$ cat src/design/pcr_pkg.sv
// Constants for the protection and configuration register block
package pcr_pkg;
    // ==========================================================
    // Device address byte
    localparam logic [3:0] DEV_TYPE_ID = 4'hB;
    localparam int DEV_TYPE_MSB = 7;
    localparam int DEV_TYPE_LSB = 4;
    localparam int DEV_PIN_MSB = 3;
    localparam int DEV_PIN_LSB = 2;
    localparam int DEV_RW_BIT = 0;
    // ==========================================================
    // Word address high byte qualifier bits (A15, A11, A10)
    localparam int WA_A15_BIT = 7;
    localparam int WA_A11_BIT = 3;
    localparam int WA_A10_BIT = 2;
    // ==========================================================
    // Register layout
    localparam int CFG_W = 16;
    localparam int ECS_BIT = 15;
    localparam int MODE_BIT = 9;
    localparam int LOCK_BIT = 8;
    localparam int ZONE_MSB = 7;
    localparam int ZONE_LSB = 0;
    localparam logic [15:0] CFG_WRITE_MASK = 16'h03FF;
    localparam logic [15:0] CFG_RESET = 16'h0000;
    // ==========================================================
    // Protection geometry
    localparam int NUM_ZONES = 8;
    localparam int ZONE_BYTES = 8192;
    localparam int ARRAY_ADDR_W = 16;
    // ==========================================================
    // Transfer phases and bit counts
    localparam logic [2:0] PH_DEV = 3'h0;
    localparam logic [2:0] PH_WA_HI = 3'h1;
    localparam logic [2:0] PH_WA_LO = 3'h2;
    localparam logic [2:0] PH_DATA_HI = 3'h3;
    localparam logic [2:0] PH_DATA_LO = 3'h4;
    localparam logic [2:0] PH_EXTRA = 3'h5;
    localparam logic [3:0] BITS_PER_BYTE = 4'h8;
    typedef enum logic [4:0] {
        PCR_IDLE = 5'h01,
        PCR_RX = 5'h02,
        PCR_ACK = 5'h04,
        PCR_TX = 5'h08,
        PCR_RACK = 5'h10
    } pcr_state_t;
endpackage

$ cat src/design/pcr_line_if.sv
// Bus line events passed from the line sampler to the register engine
interface pcr_line_if;
    logic start;
    logic stop;
    logic scl_rise;
    logic scl_fall;
    logic sda;
    modport src (output start, output stop, output scl_rise, output scl_fall, output sda);
    modport snk (input start, input stop, input scl_rise, input scl_fall, input sda);
endinterface

$ cat src/design/pcr_bitrx.sv
// Two-wire line sampler: start, stop and clock edge detection
module pcr_bitrx (
    input wire logic core_clk,
    input wire logic arst_n,
    input wire logic scl_in,
    input wire logic sda_in,
    pcr_line_if.src line
);
    logic scl_q;
    logic scl_d;
    logic sda_q;
    logic sda_d;

    // ==========================================================
    // Edge and condition decode
    always_comb begin
        scl_d = scl_in;
        sda_d = sda_in;
        line.start = scl_q & scl_in & sda_q & ~sda_in;
        line.stop = scl_q & scl_in & ~sda_q & sda_in;
        line.scl_rise = ~scl_q & scl_in;
        line.scl_fall = scl_q & ~scl_in;
        line.sda = sda_in;
    end

    always_ff @(posedge core_clk or negedge arst_n) begin
        if (!arst_n) begin
            scl_q <= 1'b1;
            sda_q <= 1'b1;
        end else begin
            scl_q <= scl_d;
            sda_q <= sda_d;
        end
    end
endmodule

$ cat src/design/pcr_zone.sv
// Write protection decision for the array and the security register
module pcr_zone #(
    parameter int ADDR_W = pcr_pkg::ARRAY_ADDR_W,
    parameter int ZONE_BYTES = pcr_pkg::ZONE_BYTES,
    parameter int NZONES = pcr_pkg::NUM_ZONES
) (
    input wire logic mode_enh,
    input wire logic [NZONES-1:0] zone_bits,
    input wire logic wp_pin,
    input wire logic [ADDR_W-1:0] wr_addr,
    output logic arr_prot,
    output logic sec_prot
);
    localparam int ZSH = $clog2(ZONE_BYTES);
    localparam int IDX_W = ADDR_W - ZSH;

    if (IDX_W < 1 || (1 << IDX_W) != NZONES || (1 << ZSH) != ZONE_BYTES) begin : g_bad
        $error("pcr_zone: zone geometry does not fit the address width");
    end

    logic [IDX_W-1:0] idx;
    logic [NZONES-1:0] hit;

    assign idx = wr_addr[ADDR_W-1:ZSH];

    // ==========================================================
    // Per-zone match, each zone independent
    for (genvar i = 0; i < NZONES; i++) begin : g_zone
        assign hit[i] = zone_bits[i] & (idx == IDX_W'(i));
    end

    always_comb begin
        if (mode_enh) begin
            arr_prot = |hit;
            sec_prot = 1'b0;
        end else begin
            arr_prot = wp_pin;
            sec_prot = wp_pin;
        end
    end
endmodule

$ cat src/design/pcr_top.sv
// Protection and configuration register with its two-wire access engine
// Function
// - The register is selected by a device address byte of type 1011, the two address pin bits, a don't-care and R/W.
// - The word address is two bytes with A15 and A11 one and A10 zero; all other word address bits are ignored.
// - Register data moves as two bytes after the word address, bits 15..8 first, then bits 7..0.
// - After each array read the ECC-used flag takes one if correction was needed and zero if not.
// - Once one, the ECC-used flag stays one until a later read needs no correction or reset clears it.
// - The ECC-used flag is zero after reset and after any read that did not invoke correction.
// - Bits 14 to 10 are unimplemented and always read zero.
// - With the mode select bit one, the write-protect pin is ignored and the zone bits protect the array.
// - With the mode select bit zero, the write-protect pin protects the whole array and the security register.
// - With the lock bit one the register is read-only until reset clears the lock; with it zero writes are accepted.
// - In enhanced mode the array is split into eight independent zones of 8192 bytes each.
// - Bits 7 to 0 are eight readable and writable zone protect bits, one per zone.
module pcr_top #(
    parameter int ADDR_W = pcr_pkg::ARRAY_ADDR_W,
    parameter int NZONES = pcr_pkg::NUM_ZONES
) (
    input wire logic core_clk,
    input wire logic arst_n,
    input wire logic scl_in,
    input wire logic sda_in,
    output logic sda_out,
    output logic sda_oe,
    input wire logic [1:0] addr_pins,
    input wire logic wp_pin,
    input wire logic rd_done,
    input wire logic rd_ecc_used,
    input wire logic [ADDR_W-1:0] wr_addr,
    output logic array_protect,
    output logic secreg_protect,
    output logic ecc_used_flag,
    output logic protect_mode_select,
    output logic cfg_locked,
    output logic [NZONES-1:0] zone_protect_bits
);
    if (NZONES != pcr_pkg::NUM_ZONES) begin : g_bad
        $error("pcr_top: zone bit count must match the register layout");
    end

    pcr_line_if line ();

    pcr_bitrx u_bitrx (
        .core_clk(core_clk),
        .arst_n(arst_n),
        .scl_in(scl_in),
        .sda_in(sda_in),
        .line(line)
    );

    // ==========================================================
    // State
    pcr_pkg::pcr_state_t state_q;
    pcr_pkg::pcr_state_t state_d;
    logic [3:0] bit_cnt_q;
    logic [3:0] bit_cnt_d;
    logic [7:0] shift_q;
    logic [7:0] shift_d;
    logic [2:0] phase_q;
    logic [2:0] phase_d;
    logic rw_q;
    logic rw_d;
    logic wa_ok_q;
    logic wa_ok_d;
    logic tx_lo_q;
    logic tx_lo_d;
    logic mack_q;
    logic mack_d;
    logic [7:0] hold_hi_q;
    logic [7:0] hold_hi_d;
    logic oe_q;
    logic oe_d;
    logic ecs_q;
    logic ecs_d;
    logic mode_q;
    logic mode_d;
    logic lock_q;
    logic lock_d;
    logic [NZONES-1:0] zone_q;
    logic [NZONES-1:0] zone_d;
    logic arr_prot_q;
    logic sec_prot_q;
    logic arr_prot_c;
    logic sec_prot_c;

    logic [15:0] cfg_rd;
    logic [15:0] cfg_wr;
    logic [15:0] cfg_cur;
    logic [7:0] tx_byte;
    logic dev_match;

    // ==========================================================
    // Register image
    always_comb begin
        cfg_cur = pcr_pkg::CFG_RESET;
        cfg_cur[pcr_pkg::ECS_BIT] = ecs_q;
        cfg_cur[pcr_pkg::MODE_BIT] = mode_q;
        cfg_cur[pcr_pkg::LOCK_BIT] = lock_q;
        cfg_cur[pcr_pkg::ZONE_MSB:pcr_pkg::ZONE_LSB] = zone_q;
        cfg_rd = cfg_cur & (pcr_pkg::CFG_WRITE_MASK | (16'h0001 << pcr_pkg::ECS_BIT));
        cfg_wr = {hold_hi_q, shift_q};
        // Byte that follows the one just sent
        tx_byte = tx_lo_q ? cfg_rd[15:8] : cfg_rd[7:0];
        dev_match = (shift_q[pcr_pkg::DEV_TYPE_MSB:pcr_pkg::DEV_TYPE_LSB] == pcr_pkg::DEV_TYPE_ID)
                    && (shift_q[pcr_pkg::DEV_PIN_MSB:pcr_pkg::DEV_PIN_LSB] == addr_pins);
    end

    // ==========================================================
    // Transfer engine and register update
    always_comb begin
        state_d = state_q;
        bit_cnt_d = bit_cnt_q;
        shift_d = shift_q;
        phase_d = phase_q;
        rw_d = rw_q;
        wa_ok_d = wa_ok_q;
        tx_lo_d = tx_lo_q;
        mack_d = mack_q;
        hold_hi_d = hold_hi_q;
        oe_d = oe_q;
        ecs_d = ecs_q;
        mode_d = mode_q;
        lock_d = lock_q;
        zone_d = zone_q;
        if (rd_done) begin
            ecs_d = rd_ecc_used;
        end
        if (line.stop) begin
            state_d = pcr_pkg::PCR_IDLE;
            oe_d = 1'b0;
        end else if (line.start) begin
            state_d = pcr_pkg::PCR_RX;
            bit_cnt_d = 4'h0;
            phase_d = pcr_pkg::PH_DEV;
            oe_d = 1'b0;
        end else begin
            case (state_q)
                pcr_pkg::PCR_IDLE: begin
                    oe_d = 1'b0;
                end
                pcr_pkg::PCR_RX: begin
                    if (line.scl_rise && bit_cnt_q != pcr_pkg::BITS_PER_BYTE) begin
                        shift_d = {shift_q[6:0], line.sda};
                        bit_cnt_d = bit_cnt_q + 4'h1;
                    end else if (line.scl_fall && bit_cnt_q == pcr_pkg::BITS_PER_BYTE) begin
                        state_d = pcr_pkg::PCR_ACK;
                        oe_d = 1'b1;
                        case (phase_q)
                            pcr_pkg::PH_DEV: begin
                                if (dev_match) begin
                                    rw_d = shift_q[pcr_pkg::DEV_RW_BIT];
                                end else begin
                                    state_d = pcr_pkg::PCR_IDLE;
                                    oe_d = 1'b0;
                                end
                            end
                            pcr_pkg::PH_WA_HI: begin
                                wa_ok_d = shift_q[pcr_pkg::WA_A15_BIT] & shift_q[pcr_pkg::WA_A11_BIT]
                                          & ~shift_q[pcr_pkg::WA_A10_BIT];
                            end
                            pcr_pkg::PH_DATA_HI: begin
                                hold_hi_d = shift_q;
                            end
                            pcr_pkg::PH_DATA_LO: begin
                                if (wa_ok_q && !lock_q) begin
                                    mode_d = cfg_wr[pcr_pkg::MODE_BIT];
                                    lock_d = cfg_wr[pcr_pkg::LOCK_BIT];
                                    zone_d = cfg_wr[pcr_pkg::ZONE_MSB:pcr_pkg::ZONE_LSB];
                                end
                            end
                            default: begin
                            end
                        endcase
                    end
                end
                pcr_pkg::PCR_ACK: begin
                    if (line.scl_fall) begin
                        if (phase_q == pcr_pkg::PH_DEV && rw_q) begin
                            state_d = pcr_pkg::PCR_TX;
                            tx_lo_d = 1'b0;
                            oe_d = ~cfg_rd[15];
                            shift_d = {cfg_rd[14:8], 1'b0};
                            bit_cnt_d = 4'h1;
                        end else begin
                            state_d = pcr_pkg::PCR_RX;
                            oe_d = 1'b0;
                            bit_cnt_d = 4'h0;
                            if (phase_q != pcr_pkg::PH_EXTRA) begin
                                phase_d = phase_q + 3'h1;
                            end
                        end
                    end
                end
                pcr_pkg::PCR_TX: begin
                    if (line.scl_fall) begin
                        if (bit_cnt_q == pcr_pkg::BITS_PER_BYTE) begin
                            state_d = pcr_pkg::PCR_RACK;
                            oe_d = 1'b0;
                        end else begin
                            oe_d = ~shift_q[7];
                            shift_d = {shift_q[6:0], 1'b0};
                            bit_cnt_d = bit_cnt_q + 4'h1;
                        end
                    end
                end
                pcr_pkg::PCR_RACK: begin
                    if (line.scl_rise) begin
                        mack_d = ~line.sda;
                    end else if (line.scl_fall) begin
                        if (mack_q) begin
                            state_d = pcr_pkg::PCR_TX;
                            tx_lo_d = ~tx_lo_q;
                            oe_d = ~tx_byte[7];
                            shift_d = {tx_byte[6:0], 1'b0};
                            bit_cnt_d = 4'h1;
                        end else begin
                            state_d = pcr_pkg::PCR_IDLE;
                        end
                    end
                end
                default: begin
                    state_d = pcr_pkg::PCR_IDLE;
                    oe_d = 1'b0;
                end
            endcase
        end
    end

    pcr_zone #(
        .ADDR_W(ADDR_W),
        .ZONE_BYTES(pcr_pkg::ZONE_BYTES),
        .NZONES(NZONES)
    ) u_zone (
        .mode_enh(mode_q),
        .zone_bits(zone_q),
        .wp_pin(wp_pin),
        .wr_addr(wr_addr),
        .arr_prot(arr_prot_c),
        .sec_prot(sec_prot_c)
    );

    // ==========================================================
    // Transfer engine registers
    always_ff @(posedge core_clk or negedge arst_n) begin
        if (!arst_n) begin
            state_q <= pcr_pkg::PCR_IDLE;
            bit_cnt_q <= 4'h0;
            shift_q <= 8'h00;
            phase_q <= pcr_pkg::PH_DEV;
            rw_q <= 1'b0;
            wa_ok_q <= 1'b0;
            tx_lo_q <= 1'b0;
            mack_q <= 1'b0;
            hold_hi_q <= 8'h00;
            oe_q <= 1'b0;
        end else begin
            state_q <= state_d;
            bit_cnt_q <= bit_cnt_d;
            shift_q <= shift_d;
            phase_q <= phase_d;
            rw_q <= rw_d;
            wa_ok_q <= wa_ok_d;
            tx_lo_q <= tx_lo_d;
            mack_q <= mack_d;
            hold_hi_q <= hold_hi_d;
            oe_q <= oe_d;
        end
    end

    // ==========================================================
    // Register contents
    always_ff @(posedge core_clk or negedge arst_n) begin
        if (!arst_n) begin
            ecs_q <= pcr_pkg::CFG_RESET[pcr_pkg::ECS_BIT];
            mode_q <= pcr_pkg::CFG_RESET[pcr_pkg::MODE_BIT];
            lock_q <= pcr_pkg::CFG_RESET[pcr_pkg::LOCK_BIT];
            zone_q <= pcr_pkg::CFG_RESET[pcr_pkg::ZONE_MSB:pcr_pkg::ZONE_LSB];
        end else begin
            ecs_q <= ecs_d;
            mode_q <= mode_d;
            lock_q <= lock_d;
            zone_q <= zone_d;
        end
    end

    // ==========================================================
    // Protection outputs, one cycle behind their inputs
    always_ff @(posedge core_clk or negedge arst_n) begin
        if (!arst_n) begin
            arr_prot_q <= 1'b0;
            sec_prot_q <= 1'b0;
        end else begin
            arr_prot_q <= arr_prot_c;
            sec_prot_q <= sec_prot_c;
        end
    end

    // Open-drain: line is only ever pulled low
    assign sda_out = 1'b0;
    assign sda_oe = oe_q;
    assign array_protect = arr_prot_q;
    assign secreg_protect = sec_prot_q;
    assign ecc_used_flag = ecs_q;
    assign protect_mode_select = mode_q;
    assign cfg_locked = lock_q;
    assign zone_protect_bits = zone_q;
endmodule

$ cat config.mk
export PLATFORM = sky130hd
export DESIGN_NAME = pcr_top
export DESIGN_NICKNAME = d
export VERILOG_FILES = /design/src/design/pcr_pkg.sv /design/src/design/pcr_line_if.sv /design/src/design/pcr_bitrx.sv /design/src/design/pcr_zone.sv /design/src/design/pcr_top.sv
export SDC_FILE = /design/constraint.sdc
export NUM_CORES = 1
export LEC_CHECK = 0
export ABC_AREA = 1
export BUFFER_PORTS_ARGS = -buffer_cell sky130_fd_sc_hd__buf_2
export CELL_PAD_IN_SITES_DETAIL_PLACEMENT = 0
export CELL_PAD_IN_SITES_GLOBAL_PLACEMENT = 1
export CORE_MARGIN = 10
export CORE_UTILIZATION = 42
export DETAILED_ROUTE_END_ITERATION = 8
export PLACE_DENSITY = 0.84
export SLEW_MARGIN = 20
export SYNTH_ARGS = -nofsm -noshare
export SYNTH_HDL_FRONTEND = slang
export SYNTH_SLANG_ARGS = --single-unit
$ cat constraint.sdc
create_clock -name core_clk -period 2.22 [get_ports core_clk]
set_input_delay 0.222 -clock core_clk [delete_from_list [all_inputs] [get_ports core_clk]]
set_output_delay 0.222 -clock core_clk [all_outputs]
set_load 0.01 [all_outputs]
=== After elaboration in Yosys (flattened, before gate mapping) ===
Cells that the tools add are included.

* Add/sub/neg operators: 2
* $mul: 0
* Divide/modulo/power cells: 0
* Order comparisons: 0
* Equal/unequal tests: 45
* Shift operators: 0
* Multiplexer cells: 61
* Bitwise gates (word level): 29
* Reduce and logical (&&, ||, !) cells: 26

{| class="wikitable"
|+ Operator list
! kind !! count
|-
| $mux W8 || 9
|-
| $mux W5 || 9
|-
| $mux W4 || 10
|-
| $ne A4 B4 Y1 const B || 9
|-
| $pmux W8 S4 || 1
|-
| $ne A3 B3 Y1 const B || 9
|-
| $pmux W5 S5 || 1
|-
| $mux W1 || 21
|-
| $mux W3 || 7
|-
| $reduce_and A7 Y1 || 3
|-
| $ne A2 B2 Y1 const B || 9
|-
| $and A1 B1 Y1 || 17
|-
| $pmux W4 S4 || 1
|-
| $reduce_and A8 Y1 || 2
|-
| $eq A3 B3 Y1 const B || 5
|-
| $not A1 Y1 || 12
|-
| $reduce_and A6 Y1 || 2
|-
| $reduce_and A11 Y1 || 1
|-
| $eq A3 B2 Y1 const B || 3
|-
| $reduce_and A9 Y1 || 1
|-
| $eq A4 B4 Y1 const B || 2
|-
| $reduce_bool A2 Y1 || 4
|-
| $reduce_or A8 Y1 || 1
|-
| $eq A3 B1 Y1 const B || 2
|-
| 17 further kinds || 22
|}

* Flip-flop bits (word level): 42
* Latch bits: 0
* Memory bits (writable): 0
* Bits in read-only memories: 0
* Bits of input ports: 25
* Output and inout port bits: 15
* Logic and storage cells: 181
* Memories kept: 0

=== Depth between registers and ports, before layout ===
Gate-level depths: netlist (run 1).

* Word-level depth: 9
* Gate-level depth with buffers: 12
* Depth with buffers taken out: 12

=== Hierarchy ===
Synthesis (run 1) repeated with hierarchy kept, for this count alone.

* Cell total of the unflattened synthesis: 401
* Area total of the unflattened synthesis: 2793.9 µm²

{| class="wikitable"
|+ Modules (own cells, without submodules)
! module !! instances !! cells each !! area each (µm²) !! sequential area each (µm²)
|-
| pcr_top || 1 || 359 || 2575.0 || 1002.2
|-
| pcr_zone || 1 || 28 || 117.6 || 0.0
|-
| pcr_bitrx || 1 || 14 || 101.3 || 52.6
|}

=== Least setup slack after synthesis (run 1) ===
No wires, ideal clock.

* Path kind: register to register
* From: register phase_q[0]
* To: register shift_q[0]
* Library setup time: 0.117 ns
* Arrival time: 1.513 ns
* Data required time: 2.103 ns
* Slack: 0.589 ns
* Stages on the path, launching flop included: 12
* Buffers on the path: 0
* Period minus slack after synthesis: 1.631 ns
* Cell sequence: dfrtp_1 > inv_1 > ha_1 > inv_1 > nor2_1 > nand2_1 > nand2_4 > nand3_2 > nor2_8 > nand3_4 > nand2_1 > nand2_1

* Longest elaborated chain between the ends: 4

{| class="wikitable"
|+ RTL lines
! element !! RTL line !! RTL
|-
| start, declared || pcr_top.sv:59 || <nowiki>logic [2:0] phase_q;</nowiki>
|-
| start signal, assigned || pcr_top.sv:249 || <nowiki>phase_q <= pcr_pkg::PH_DEV;</nowiki>
|-
| start signal, assigned || pcr_top.sv:260 || <nowiki>phase_q <= phase_d;</nowiki>
|-
| $logic_not A3 Y1 || pcr_top.sv:178 || <nowiki>if (phase_q == pcr_pkg::PH_DEV && rw_q) begin</nowiki>
|-
| $logic_and A1 B1 Y1 || pcr_top.sv:178 ||
|-
| $ne A2 B2 Y1 (no source line) || - ||
|-
| $reduce_and A11 Y1 (no source line) || - ||
|-
| end signal, assigned || pcr_top.sv:259 || <nowiki>shift_q <= shift_d;</nowiki>
|-
| end, declared || pcr_top.sv:57 || <nowiki>logic [7:0] shift_q;</nowiki>
|}

No other way between the ends.
A chain may end at the register's enable or synchronous reset.

=== Worst setup path in the final report (run 1) ===
* From: register phase_q[0]
* To: register shift_q[5]

Same word-level chain as after synthesis.

==> results of run 1 <==
state kept, by name, indices dropped and copies added (netlist names):
signal / cells
rw_q: 1
shift_q: 8
wa_ok_q: 1
ecc_used_flag: 1
cfg_locked: 1
zone_protect_bits: 8
sda_oe: 1
mack_q: 1
bit_cnt_q: 4
array_protect: 1
u_bitrx.sda_q: 1
u_bitrx.scl_q: 1
tx_lo_q: 1
hold_hi_q: 2
secreg_protect: 1
protect_mode_select: 1
phase_q: 3
state_q: 5
worst paths after layout:
| kind | from | endpoint | slack (ns) | depth (start not counted) |
|---|---|---|---|---|
| min in group core_clk | sda_in | u_bitrx.sda_q | 0.03 | 1 |
| setup reg to reg | phase_q[0] | shift_q[5] | 0.35 | 11 |
| hold / removal | arst_n | zone_protect_bits[2] | -0.02 | 2 |
| max in group asynchronous | arst_n | u_bitrx.sda_q | 1.86 | 2 |
| setup / recovery | phase_q[0] | shift_q[5] | 0.35 | 11 |
| hold reg to reg | shift_q[6] | shift_q[6] | 0.49 | 2 |
stage by stage:
step | cell area [um2] | total power, W | util (%) | std cells
6_report | 3050 | 0.00180 | 48.1 | 473
5_1_grt | 3050 | 0.00193 | 48.1 | 473
4_1_cts | 3050 | 0.00182 | 48.1 | 473
3_5_place_dp | 2960 | 0.00129 | 46.6 | 465
3_3_place_gp | 2960 | 0.00128 | 46.6 | 465
2_1_floorplan | 2750 | 0.00119 | - | 364
cells in the mapped netlist, drive strengths merged:
master | count | area, um2
o21ai | 34 | 204
buf | 3 | 23.8
nand3b | 1 | 7.51
a21oi | 2 | 10.0
ha | 6 | 75.1
dfrtp | 39 | 976
conb | 1 | 3.75
or2 | 1 | 6.26
dfstp | 3 | 78.8
nor3 | 2 | 15.0
xor2 | 1 | 8.76
nand3 | 44 | 300
nand2 | 117 | 464
a41oi | 1 | 8.76
clkinv | 1 | 3.75
nor2 | 48 | 275
a31oi | 1 | 6.26
o21bai | 1 | 11.3
o211ai | 1 | 7.51
nand4 | 6 | 37.5
inv | 46 | 175
nor4 | 1 | 12.5
xnor2 | 2 | 17.5
o221ai | 2 | 17.5
worst max-delay path, delay by kind of cell (launching register included):
family	cells	cell delay, ns
AND/OR/NAND/NOR	8	1.06
flip-flops	1	0.42
adder cells (fa/ha/maj)	1	0.14
buffers and inverters	2	0.14
power by group through the flow:
| stage | clock, W | combinational, W | sequential (W) |
|---|---|---|---|
| global placement | 0 | 0.000375 | 0.000905 |
| floorplan | 0 | 0.000292 | 0.000896 |
| finish | 0.000523 | 0.000380 | 0.000893 |
| global route | 0.000574 | 0.000449 | 0.000903 |
| detailed placement | 0 | 0.000381 | 0.000908 |
| CTS | 0.000547 | 0.000384 | 0.000893 |
layer usage:
| metal | track usage [%] | share of wire (%) |
|---|---|---|
| met5 | 0 | 0 |
| met4 | 3.80 | 0.48 |
| met3 | 3.02 | 6.2 |
| met2 | 19.5 | 45 |
| met1 | 18.5 | 49 |
logic make-up after synthesis:
group / Yosys count
AND/OR/NAND/NOR: 220
buffers and inverters: 50
AO/OA/AOI/OAI: 42
flip-flops: 42
adder cells (fa/ha/maj): 6
XOR/XNOR: 3
other: 1
cell type report:
class	count	area [um2]
Clock buffer	5	68.8
Clock inverter	3	25.0
Sequential cell	42	1050
Fill cell	623	3300
Inverter	47	179
Timing Repair Buffer	27	140
Multi-Input combinational cell	272	1490
Tap cell	77	96.3
==> impl.org, run 1 <==
** Power
- Maximum vdd drop :: 0.342 mV
- Net Sw Frac :: 33.2%
- Internal power summed over all cells :: 0.00120 W
- The analysis attributes to net switching a power of 0.000596 W.
- Share of power burned in the clock network :: 29.1%
- The analysis attributes to cell leakage a power of 1.55 nW.
- Of the total power, combinational logic draws 21.1%.
- For this design the ratio of total power to cell area is 588 nW/um2.
- Sequential cells burn 49.7% of the power.

** Synth
- The synthesized netlist devotes 9.66% of its cell area to compound gates.
- Measured against the total synthesized area, the mux share comes to 0%.
- Simple-gate portion of the synthesized area :: 40.7%
- Arithmetic-cell share of the synthesized area counting full adders, half adders and majority gates :: 2.73%
- Synthesis produced a netlist whose cell count is 364.
- Synthesized Nets :: 395
- Main combinational cell family by area after synthesis :: simple AND/OR/NAND/NOR gates
- Summed instance area of the synthesized netlist :: 2750 um2
- Number of warnings issued by yosys :: 0
- Synthesized area per cell :: 7.55 um2
- Xor/xnor cell area share of the yosys netlist :: 0.957%
- Part of the Yosys area used for sequential elements :: 38.4%
- In this run, synthesis produced a sequential element count of 42.
- Count of cell types in the netlist :: 37

** Clocking
- CTS built an H-tree with a depth of 2.
- Clock tree synthesis selected as its root buffer the cell sky130_fd_sc_hd__clkbuf_8.
- Gates resized during post-CTS repair numbered 0.
- Buffers inserted during clock tree synthesis total 5.
- Clock tree from TritonCTS :: done
- Later-pin clock latency in the skew report :: 0.30 ns
- The number of setup buffers added after CTS is 0.
- Total clock sinks :: 42
- Number of buffers on the longest clock path :: 2
- Clock-pin slew was measured on the worst setup and hold paths at 0.09 ns.
- Count of hold buffers inserted by post-cts repair :: 0

** Floorplan
- Pin placement for this block handled 40 I/O pins.
- Number of placement rows :: 29
- Overall die width :: 101 um
- Area inside the core boundary :: 6350 um2
- Die Height :: 101 um
- Die Area :: 10200 um2
- The initial utilization of the core area, before any placement, comes to 43.3%.

** Global routing
- The first global-routing pass estimated 10900 um of wire.
- The initial antenna violation count is 0.
- The number of global-route vias before repair came to 2195.
- Global routing used 13.2% of the available tracks across all layers.
- Entering global routing, the biggest net connects 43 pins.
- Total congestion overflow :: 0

** Min path
- The min-delay analysis places its worst path in the category in2async.

** Routing
- The final layout contains routed wiring with a total length of 6490 um.
- Dividing the detail-routed via count by the number of cells gives 5.03.
- For this run, design rule violations remaining after detail routing come to 0.
- The first detailed-routing pass took 4 iterations.
- Detailed routing inserted a total of 2379 vias.
- 1st-iter DRT viols :: 159
- The detail route stage leaves a number of antenna-violating nets equal to 0.
- After detailed routing, the average wire length per cell comes to 13.7 um.

** Cells and area
- The library cell used most frequently in the layout, excluding fill and tap cells, is sky130_fd_sc_hd__nand2_1.
- Share of cells above drive strength 1 :: 21.5%
- The final layout contains 426 nets.
- Number of diodes added for antenna fixing :: 0
- Relative to the synthesized area, the layout overhead comes to 11.2%.
- In the layout the commonest cells are sky130_fd_sc_hd__nand2_1, sky130_fd_sc_hd__inv_1, sky130_fd_sc_hd__dfrtp_1.

** Outcome
- Failing checks :: hold timing
- The flow ran to the end, but the final reports show violations.

** Critical path
- The worst setup path is launched from a flip-flop.
- The worst setup path is of the reg2reg kind.
- Data arrives at the worst endpoint at 2.07 ns.
- Critical-path top delay cell :: sky130_fd_sc_hd__dfrtp_1
- Critical path required time :: 2.42 ns
- Kind of capture point of the worst setup path :: flip-flop
- The critical path goes through inv_1 -> ha_1 -> inv_1 -> nor2_1 -> nand2_1 -> nand2_4 -> nand3_2 -> nor2_8 -> nand3_4 -> nand2_1 -> nand2_1.
- Most common cell type on the critical path :: sky130_fd_sc_hd__nand2_1
- The largest single stage delay on the critical path is 0.42 ns.
- Largest fanout of any net on the critical path :: 9

** Timing
- Final hold vios :: 39
- Setup slack on the critical path of the routed design comes to 0.346 ns.
- At the pin with the least slew margin, the transition time is 0.609 ns.
- Setup repair after global routing missed its margin :: no
- For the final routed database, the setup TNS stands at 0 ns.
- Clock skew on the completed layout was measured at 0.00716 ns.
- Across all hold checks on the routed design, the worst slack comes to -0.0192 ns.
- Counting I/O delays and the setup requirement, the final critical path takes 1.87 ns.
- For this run, the top clock speed supported by timing is 534 MHz.
- Setup violations remaining at the end of the flow were counted as 0.
- Pins Over Slew Limit :: 0
- The worst pin sits at a relative slew slack of 59.3%.
- Final clock period utilization by the worst path :: 84.4%

** Placed design
- At the placement stage, the worst setup path has a slack of 0.330 ns.
- The count of buffers added on input and output ports is 25.
- The HPWL after detailed placement is 5010 um.
- RePlAce Congestion :: 0.851

** Flow run
- Max-cap violations in this run came to 0.
(Power assumes the default switching activity.)
==> run 2: changes to the inputs <==
--- a/config.mk
+++ b/config.mk
@@ -10,9 +10,9 @@
 export CELL_PAD_IN_SITES_DETAIL_PLACEMENT = 0
 export CELL_PAD_IN_SITES_GLOBAL_PLACEMENT = 1
 export CORE_MARGIN = 10
-export CORE_UTILIZATION = 42
+export CORE_UTILIZATION = 38
 export DETAILED_ROUTE_END_ITERATION = 8
-export PLACE_DENSITY = 0.84
+export PLACE_DENSITY = 0.8
 export SLEW_MARGIN = 20
 export SYNTH_ARGS = -nofsm -noshare
 export SYNTH_HDL_FRONTEND = slang
==> constraint.sdc (replaced) <==
create_clock -name core_clk -period 1.7 [get_ports core_clk]
set_input_delay 0.17 -clock core_clk [delete_from_list [all_inputs] [get_ports core_clk]]
set_output_delay 0.17 -clock core_clk [all_outputs]
set_load 0.01 [all_outputs]
==> run 2 against run 1 <==
The flow now finishes without violations. Power rose by 42%. Design area is 13% higher. Via count rose by 4.8%. Maximum frequency is 12% higher. Register-to-register slack lost 0.31 ns. Clock skew is essentially flat. Worst hold slack gained 0.078 ns. Core utilization up 2.0 points. Global-route usage shrank 0.56 points. Die area increased by 8.4%. Critical path depth is 3 lower.
==> impl.org, run 2 (synthesis results as in run 1) <==
** Outcome
- The flow ran to the end, and the final reports show no timing, DRC or antenna violations.

** Critical path
- Critical path required time :: 1.96 ns
- In this run the critical register-to-register path is launched from state_q[0].
- Largest fanout of any net on the critical path :: 8
- Following the worst setup path forward leads to its endpoint at shift_q[2].
- Worst Setup Path Type :: reg2reg
- Worst-case register-to-register setup slack :: 0.03 ns
- Capture instance of the worst register-to-register path :: shift_q[2]
- Worst EP arrival :: 1.92 ns
- The worst setup path is launched from a flip-flop.
- Kind of capture point of the worst setup path :: flip-flop
- FF-to-FF path depth :: 8
- The critical path starts at state_q[0].

** Global routing
- Entering global routing, the biggest net connects 23 pins.
- Total congestion overflow :: 0
- The number of global-route vias before repair is 2282.
- For this run, the total global-route usage over all layers was measured as 12.6%.
- Global-route wire length before repair :: 11500 um
- The initial antenna violation count is 0.

** Clocking
- Clock tree root buffer cell :: sky130_fd_sc_hd__clkbuf_8
- Counting the buffers created by CTS gives 5.
- Clock tree from TritonCTS :: done
- At the later pin of the worst-skew pair, clock insertion delay measures 0.31 ns.
- The H-tree was split into 2 levels.
- Number of buffers on the longest clock path :: 2
- Clock-pin slew on the worst setup and hold paths :: 0.10 ns
- Total clock sinks :: 42

** Power
- The share of total power dissipated in combinational logic is 26.3%.
- Net switching is 34.3% of the power.
- VDD sags by at most 0.480 mV.
- The clock network accounts for 28.0% of the total power.
- Part of the total power dissipated in sequential elements :: 45.7%
- Internal power summed over all cells :: 0.00167 W
- Total Power :: 0.00254 W
- Ratio of total power to cell area :: 736 nW/um2
- Summed over all nets, the switching power comes to 0.000873 W.
- For this design the static power due to leakage is 1.69 nW.

** Routing
- Initial DRT Pass Iterations :: 4
- Dividing the detail-routed via count by the number of cells gives 4.82.
- After detailed routing, the total wire length is 7100 um.
- Routed wire per std cell :: 13.7 um
- The first routing iteration left 140 violations.
- Vias post-DR :: 2494
- For this run, design rule violations remaining after detail routing come to 0.
- The count of nets left with antenna violations once routing finished came out at 0.

** Cells and area
- Area Growth Syn to Fin :: 25.8%
- In the final design database the tool counted 451 nets.
- Number of standard cells in the layout, taps in and fillers out :: 517
- After routing the design area is 3460 um2.
- Post-route core utilization :: 50.0%
- The library cells used most frequently in the layout, excluding fill and tap cells, are sky130_fd_sc_hd__nand2_1, sky130_fd_sc_hd__dfrtp_1, sky130_fd_sc_hd__inv_1.
- Most common cell after layout, fill and taps aside :: sky130_fd_sc_hd__nand2_1
- The repair_antennas step left the layout with diodes totalling 0.
- Cells with a size suffix above 1 make up 33.3% of the layout.

** Floorplan
- Overall die width :: 105 um
- For this design the top-level I/O count stands at 40.
- Die Area :: 11000 um2
- Starting density of the core :: 39.8%
- In this run the core area contains 30 standard-cell rows.
- Area inside the core boundary :: 6910 um2
- From bottom edge to top edge, the die measures 105 um.

** Timing
- For the finished layout, the period the worst path requires is 1.67 ns.
- Final hold vios :: 0
- Transition at the pin with the smallest max-transition slack :: 0.567 ns
- Setup repair after global routing could not meet its margin everywhere.
- Clock skew on the completed layout was measured at 0.00701 ns.
- Max Clock Freq :: 600 MHz
- Dividing the final minimum period by the clock period gives 98.1%.
- Worst slew margin relative to its limit :: 62.2%
- The max-slew violation count came to 0.
- Total of endpoints with negative setup slack in the final report :: 0

** Min path
- Counting instances, the worst hold path has a depth of 2.
- Path class of the lowest-slack min-delay path :: in2reg

** Placed design
- The HPWL after detailed placement is 5300 um.
- Including well taps, the total number of placed cells is 498.
- Port bufs :: 25
- Placement-stage cell area :: 3110 um2
- RePlAce Congestion :: 0.857

** Flow run
- Maxcap violations :: 0
## run 2: power by group through the flow
stage	logic, W	clock network, W	registers (W)
floorplan	0.000382	0	0.00117
global placement	0.000572	0	0.00117
detailed placement	0.000591	0	0.00117
CTS	0.000598	0.000728	0.00115
global route	0.000766	0.000771	0.00117
finish	0.000670	0.000712	0.00116
## run 2: worst max-delay path, cell delays in order, from the launching register on
cell and delay (ns):
sky130_fd_sc_hd__dfstp_2 0.58, sky130_fd_sc_hd__inv_1 0.07, sky130_fd_sc_hd__nand2_1 0.16, sky130_fd_sc_hd__nor2_8 0.08
sky130_fd_sc_hd__nand2_1 0.10, sky130_fd_sc_hd__nand3_1 0.15, sky130_fd_sc_hd__nor2_4 0.27, sky130_fd_sc_hd__nand3_1 0.12
sky130_fd_sc_hd__nand2_1 0.07
## run 2: worst min-delay path by stage
| stage | endpoint | slack (ns) | start |
|---|---|---|---|
| after floorplan | array_protect | -0.13 | arst_n |
| after global placement | zone_protect_bits[3] | 0.19 | arst_n |
| after detailed placement | zone_protect_bits[3] | 0.20 | arst_n |
| after CTS | ecc_used_flag | 0.06 | rd_done |
| after global routing | secreg_protect | 0.07 | wp_pin |
| final | ecc_used_flag | 0.06 | rd_done |
## run 2: per-stage QoR
| stage | TNS, ns | setup WS [ns] | hold slack (ns) |
|---|---|---|---|
| after floorplan | 0 | 0.0692 | -0.126 |
| after global placement | 0 | 0.0718 | 0.189 |
| after detailed placement | 0 | 0.0209 | 0.199 |
| after CTS | 0 | 0.0110 | 0.0628 |
| after global routing | -0.456 | -0.0649 | 0.0701 |
| final | 0 | 0.0331 | 0.0592 |
## run 2: metal layers
metal	share of wire (%)	GRT usage, %	routed length, um
met1	50	17.4	3540
met2	45	19.2	3170
met3	4.7	2.95	335
met4	0.80	3.24	57
met5	0	0	0
## run 2: final cells by class
class                      instances  area (um2)
timing repair buffer              52         377
multi-input combinational        272        1630
clock inverter                     3        25.0
clock buffer                       5        68.8
tap                               96         120
fill                             706        3450
sequential                        42        1060
inverter                          47         181
## run 2: repair_timing
item | 4_1_cts | 5_1_grt
endpoints found under the setup margin | 0 | 36
buffers inserted | 0 | 8
hold buffers | 3 | 0
hold endpoints to repair | 19 | 0
gates resized for setup | 0 | 46
==> run 3: changes to the inputs <==
--- a/config.mk
+++ b/config.mk
@@ -10,9 +10,10 @@
 export CELL_PAD_IN_SITES_DETAIL_PLACEMENT = 0
 export CELL_PAD_IN_SITES_GLOBAL_PLACEMENT = 1
 export CORE_MARGIN = 10
-export CORE_UTILIZATION = 38
+export CORE_UTILIZATION = 39
+export CTS_BUF_LIST = sky130_fd_sc_hd__clkbuf_2 sky130_fd_sc_hd__clkbuf_4 sky130_fd_sc_hd__clkbuf_8
 export DETAILED_ROUTE_END_ITERATION = 8
-export PLACE_DENSITY = 0.8
+export PLACE_DENSITY = 0.82
 export SLEW_MARGIN = 20
 export SYNTH_ARGS = -nofsm -noshare
 export SYNTH_HDL_FRONTEND = slang
==> run 3 against run 2 <==
Clock power shrank 2%. Maximum frequency is 4.2% higher. First-iteration DRC count is 14% higher. Die area is 2.1% lower. Sequential power about the same. Global-route usage about the same. Register-to-register slack better by 0.07 ns. Core utilization is 0.055 points higher. Wire length decreased by 2.3%. Clock skew down 0.0019 ns. Non-clock buffer count down 1. Final cell count is 0.19% lower. Critical path type unchanged. Critical endpoint is now bit_cnt_q[0].
==> impl.org, run 3 (synthesis results as in run 1) <==
** Critical path
- Data on the critical path is required at its endpoint by 1.95 ns.
- At the worst endpoint, the arrival time is 1.85 ns.
- The cell that appears most often on the critical path is sky130_fd_sc_hd__nand2_1.
- Along the worst path, the maximum fanout reaches 4.
- CP max stage delay :: 0.58 ns
- Cell-by-cell listing of the critical path :: nand2_1 -> nor2_2 -> nor2_1 -> nand2_1 -> nand2_1 -> a21oi_1 -> buf_4 -> nand3_1 -> nand2_1
- On the critical path, the stage with the largest delay is an instance of sky130_fd_sc_hd__dfstp_2.
- Worst Setup Path Type :: reg2reg
- Kind of capture point of the worst setup path :: flip-flop
- STA classifies the critical path startpoint as a flip-flop.

** Power
- Part of the total power dissipated in sequential elements :: 46.0%
- IR analysis of the VDD net gives a maximum drop of 0.403 mV.
- Share of power burned in the clock network :: 27.5%
- Net switching is 34.1% of the power.
- Summed over all cells, the static leakage comes to 1.69 nW.
- Ratio of total power to cell area :: 741 nW/um2
- Portion of total power attributed to combinational logic :: 26.5%
- For this design the total switching power over the nets is 0.000864 W.
- Internal power summed over all cells :: 0.00167 W

** Cells and area
- The top cell types in the final layout, fill and taps aside, are sky130_fd_sc_hd__nand2_1, sky130_fd_sc_hd__inv_1, sky130_fd_sc_hd__dfrtp_1.
- At the end of the flow, the number of nets in the layout was 450.
- Cells with a size suffix above 1 make up 31.0% of the layout.
- Most common cell after layout, fill and taps aside :: sky130_fd_sc_hd__nand2_1
- Number of standard cells in the layout, taps in and fillers out :: 516
- The area growth from synthesis to layout is 24.6%.
- The repair_antennas step left the layout with diodes totalling 0.
- Post-route core utilization :: 50.1%

** Routing
- Initial DRT Pass Iterations :: 4
- Dividing the detail-routed via count by the number of cells gives 4.82.
- For this block, the via count after detailed routing is 2488.
- Routed wire per std cell :: 13.4 um
- 1st-iter DRT viols :: 160
- Wires add up to 6940 um.
- The detail route stage leaves a number of antenna-violating nets equal to 0.
- Post-route DRC violation count :: 0

** Global routing
- Total congestion overflow :: 0
- Entering global routing, the biggest net connects 27 pins.
- Total global-route track usage :: 12.6%
- The first global-routing pass estimated 11700 um of wire.
- The initial antenna violation count came to 0.
- Vias in the first global route :: 2371

** Timing
- The max-slew violation count is 0.
- Of the available clock period, the critical path in the final layout requires 94.1%.
- Max Clock Freq :: 625 MHz
- Shortest period the worst path allows :: 1.60 ns
- The number of failing hold endpoints at the final stage was 0.
- Worst hold slack :: 0.0569 ns
- Setup violations remaining at the end of the flow were counted as 0.
- Post-route clock skew :: 0.00510 ns

** Floorplan
- Number of ports placed on the die boundary :: 40
- Die Area :: 10800 um2
- Starting density of the core :: 40.2%
- Die Height :: 104 um
- Area inside the core boundary :: 6830 um2
- Number of placement rows :: 30
- The floorplan step set the die width to 104 um.

** Outcome
- Run status :: finished clean

** Clocking
- The clock net in this run drives a total of 42 sinks.
- Clock tree synthesis selected as its root buffer the cell sky130_fd_sc_hd__clkbuf_8.
- TritonCTS built the clock tree.
- Buffers inserted during clock tree synthesis total 5.
- Later-pin clock latency in the skew report :: 0.31 ns
- Number of buffers on the longest clock path :: 2
- Level count of the clock H-tree :: 2
- After clock tree synthesis, the clock-pin slew on the worst setup and hold paths is 0.09 ns.

** Placed design
- Including well taps, the total number of placed cells is 498.
- Post-detailed-placement half-perimeter wirelength :: 5280 um
- Input and output buffers added on the ports amount to 25.
- The congestion estimate from routability-driven global placement came to 0.859.

** Min path
- The min-delay analysis places its worst path in the category in2reg.

** Flow run
- Max-cap violations in this run came to 0.
[run 3: cell types whose count changed in the layout (fill, tap and decap cells not counted), sizes merged]
cell,before,now
buf,49,48
[run 3: path summary, 6_finish.rpt]
path                                from       endpoint  slack (ns)  depth (start not counted)
setup / recovery           u_bitrx.scl_q   bit_cnt_q[0]        0.10                          9
hold / removal                   rd_done  ecc_used_flag        0.06                          2
min in group asynchronous         arst_n     shift_q[3]        0.33                          2
setup reg to reg           u_bitrx.scl_q   bit_cnt_q[0]        0.10                          9
max in group asynchronous         arst_n     state_q[2]        0.88                          3
hold reg to reg               shift_q[6]     shift_q[6]        0.50                          2
[run 3: stage by stage]
step / instance area [um2] / TNS, ns / setup WS (ns) / power [W]
after floorplan: 2750 / 0 / 0.0692 / 0.00155
after global placement: 3110 / 0 / 0.0528 / 0.00174
after detailed placement: 3110 / 0 / 0.0378 / 0.00176
after CTS: 3240 / 0 / 0.0108 / 0.00247
after global routing: 3420 / -0.225 / -0.0315 / 0.00271
final: 3420 / 0 / 0.101 / 0.00254
[run 3: final cells by class]
class,count,area [um2]
clock buffer,5,68.8
clock inverter,3,25.0
fill,687,3410
inverter,47,179
multi-input combinational,272,1590
sequential,42,1060
tap,96,120
timing repair buffer,51,378
[run 3: power by group through the flow]
stage / Combinational, W / Sequential (W) / Clock (W)
after global placement: 0.000571 / 0.00117 / 0
final: 0.000672 / 0.00117 / 0.000698
after floorplan: 0.000382 / 0.00117 / 0
after CTS: 0.000596 / 0.00115 / 0.000720
after global routing: 0.000781 / 0.00118 / 0.000758
after detailed placement: 0.000589 / 0.00117 / 0
[run 3: metal layers]
metal,vias to the layer above,routed length [um],track usage (%)
met5,-,0,0
met4,0,79,3.18
met3,8,234,2.66
met2,32,3260,19.8
met1,1165,3370,17.2
li1,1283,-,-
[run 3: what timing repair did]
action,CTS,global route
hold buffers,3,0
endpoints found under the setup margin,0,35
buffers inserted,0,7
hold endpoints to repair,15,0
resized for setup,0,35
[run 3: worst max-delay path: cells and delay by family (launching register included)]
kind	cells	cell delay, ns
flip-flops	1	0.58
AO/OA/AOI/OAI	1	0.15
AND/OR/NAND/NOR	7	0.67
buffers and inverters	1	0.15
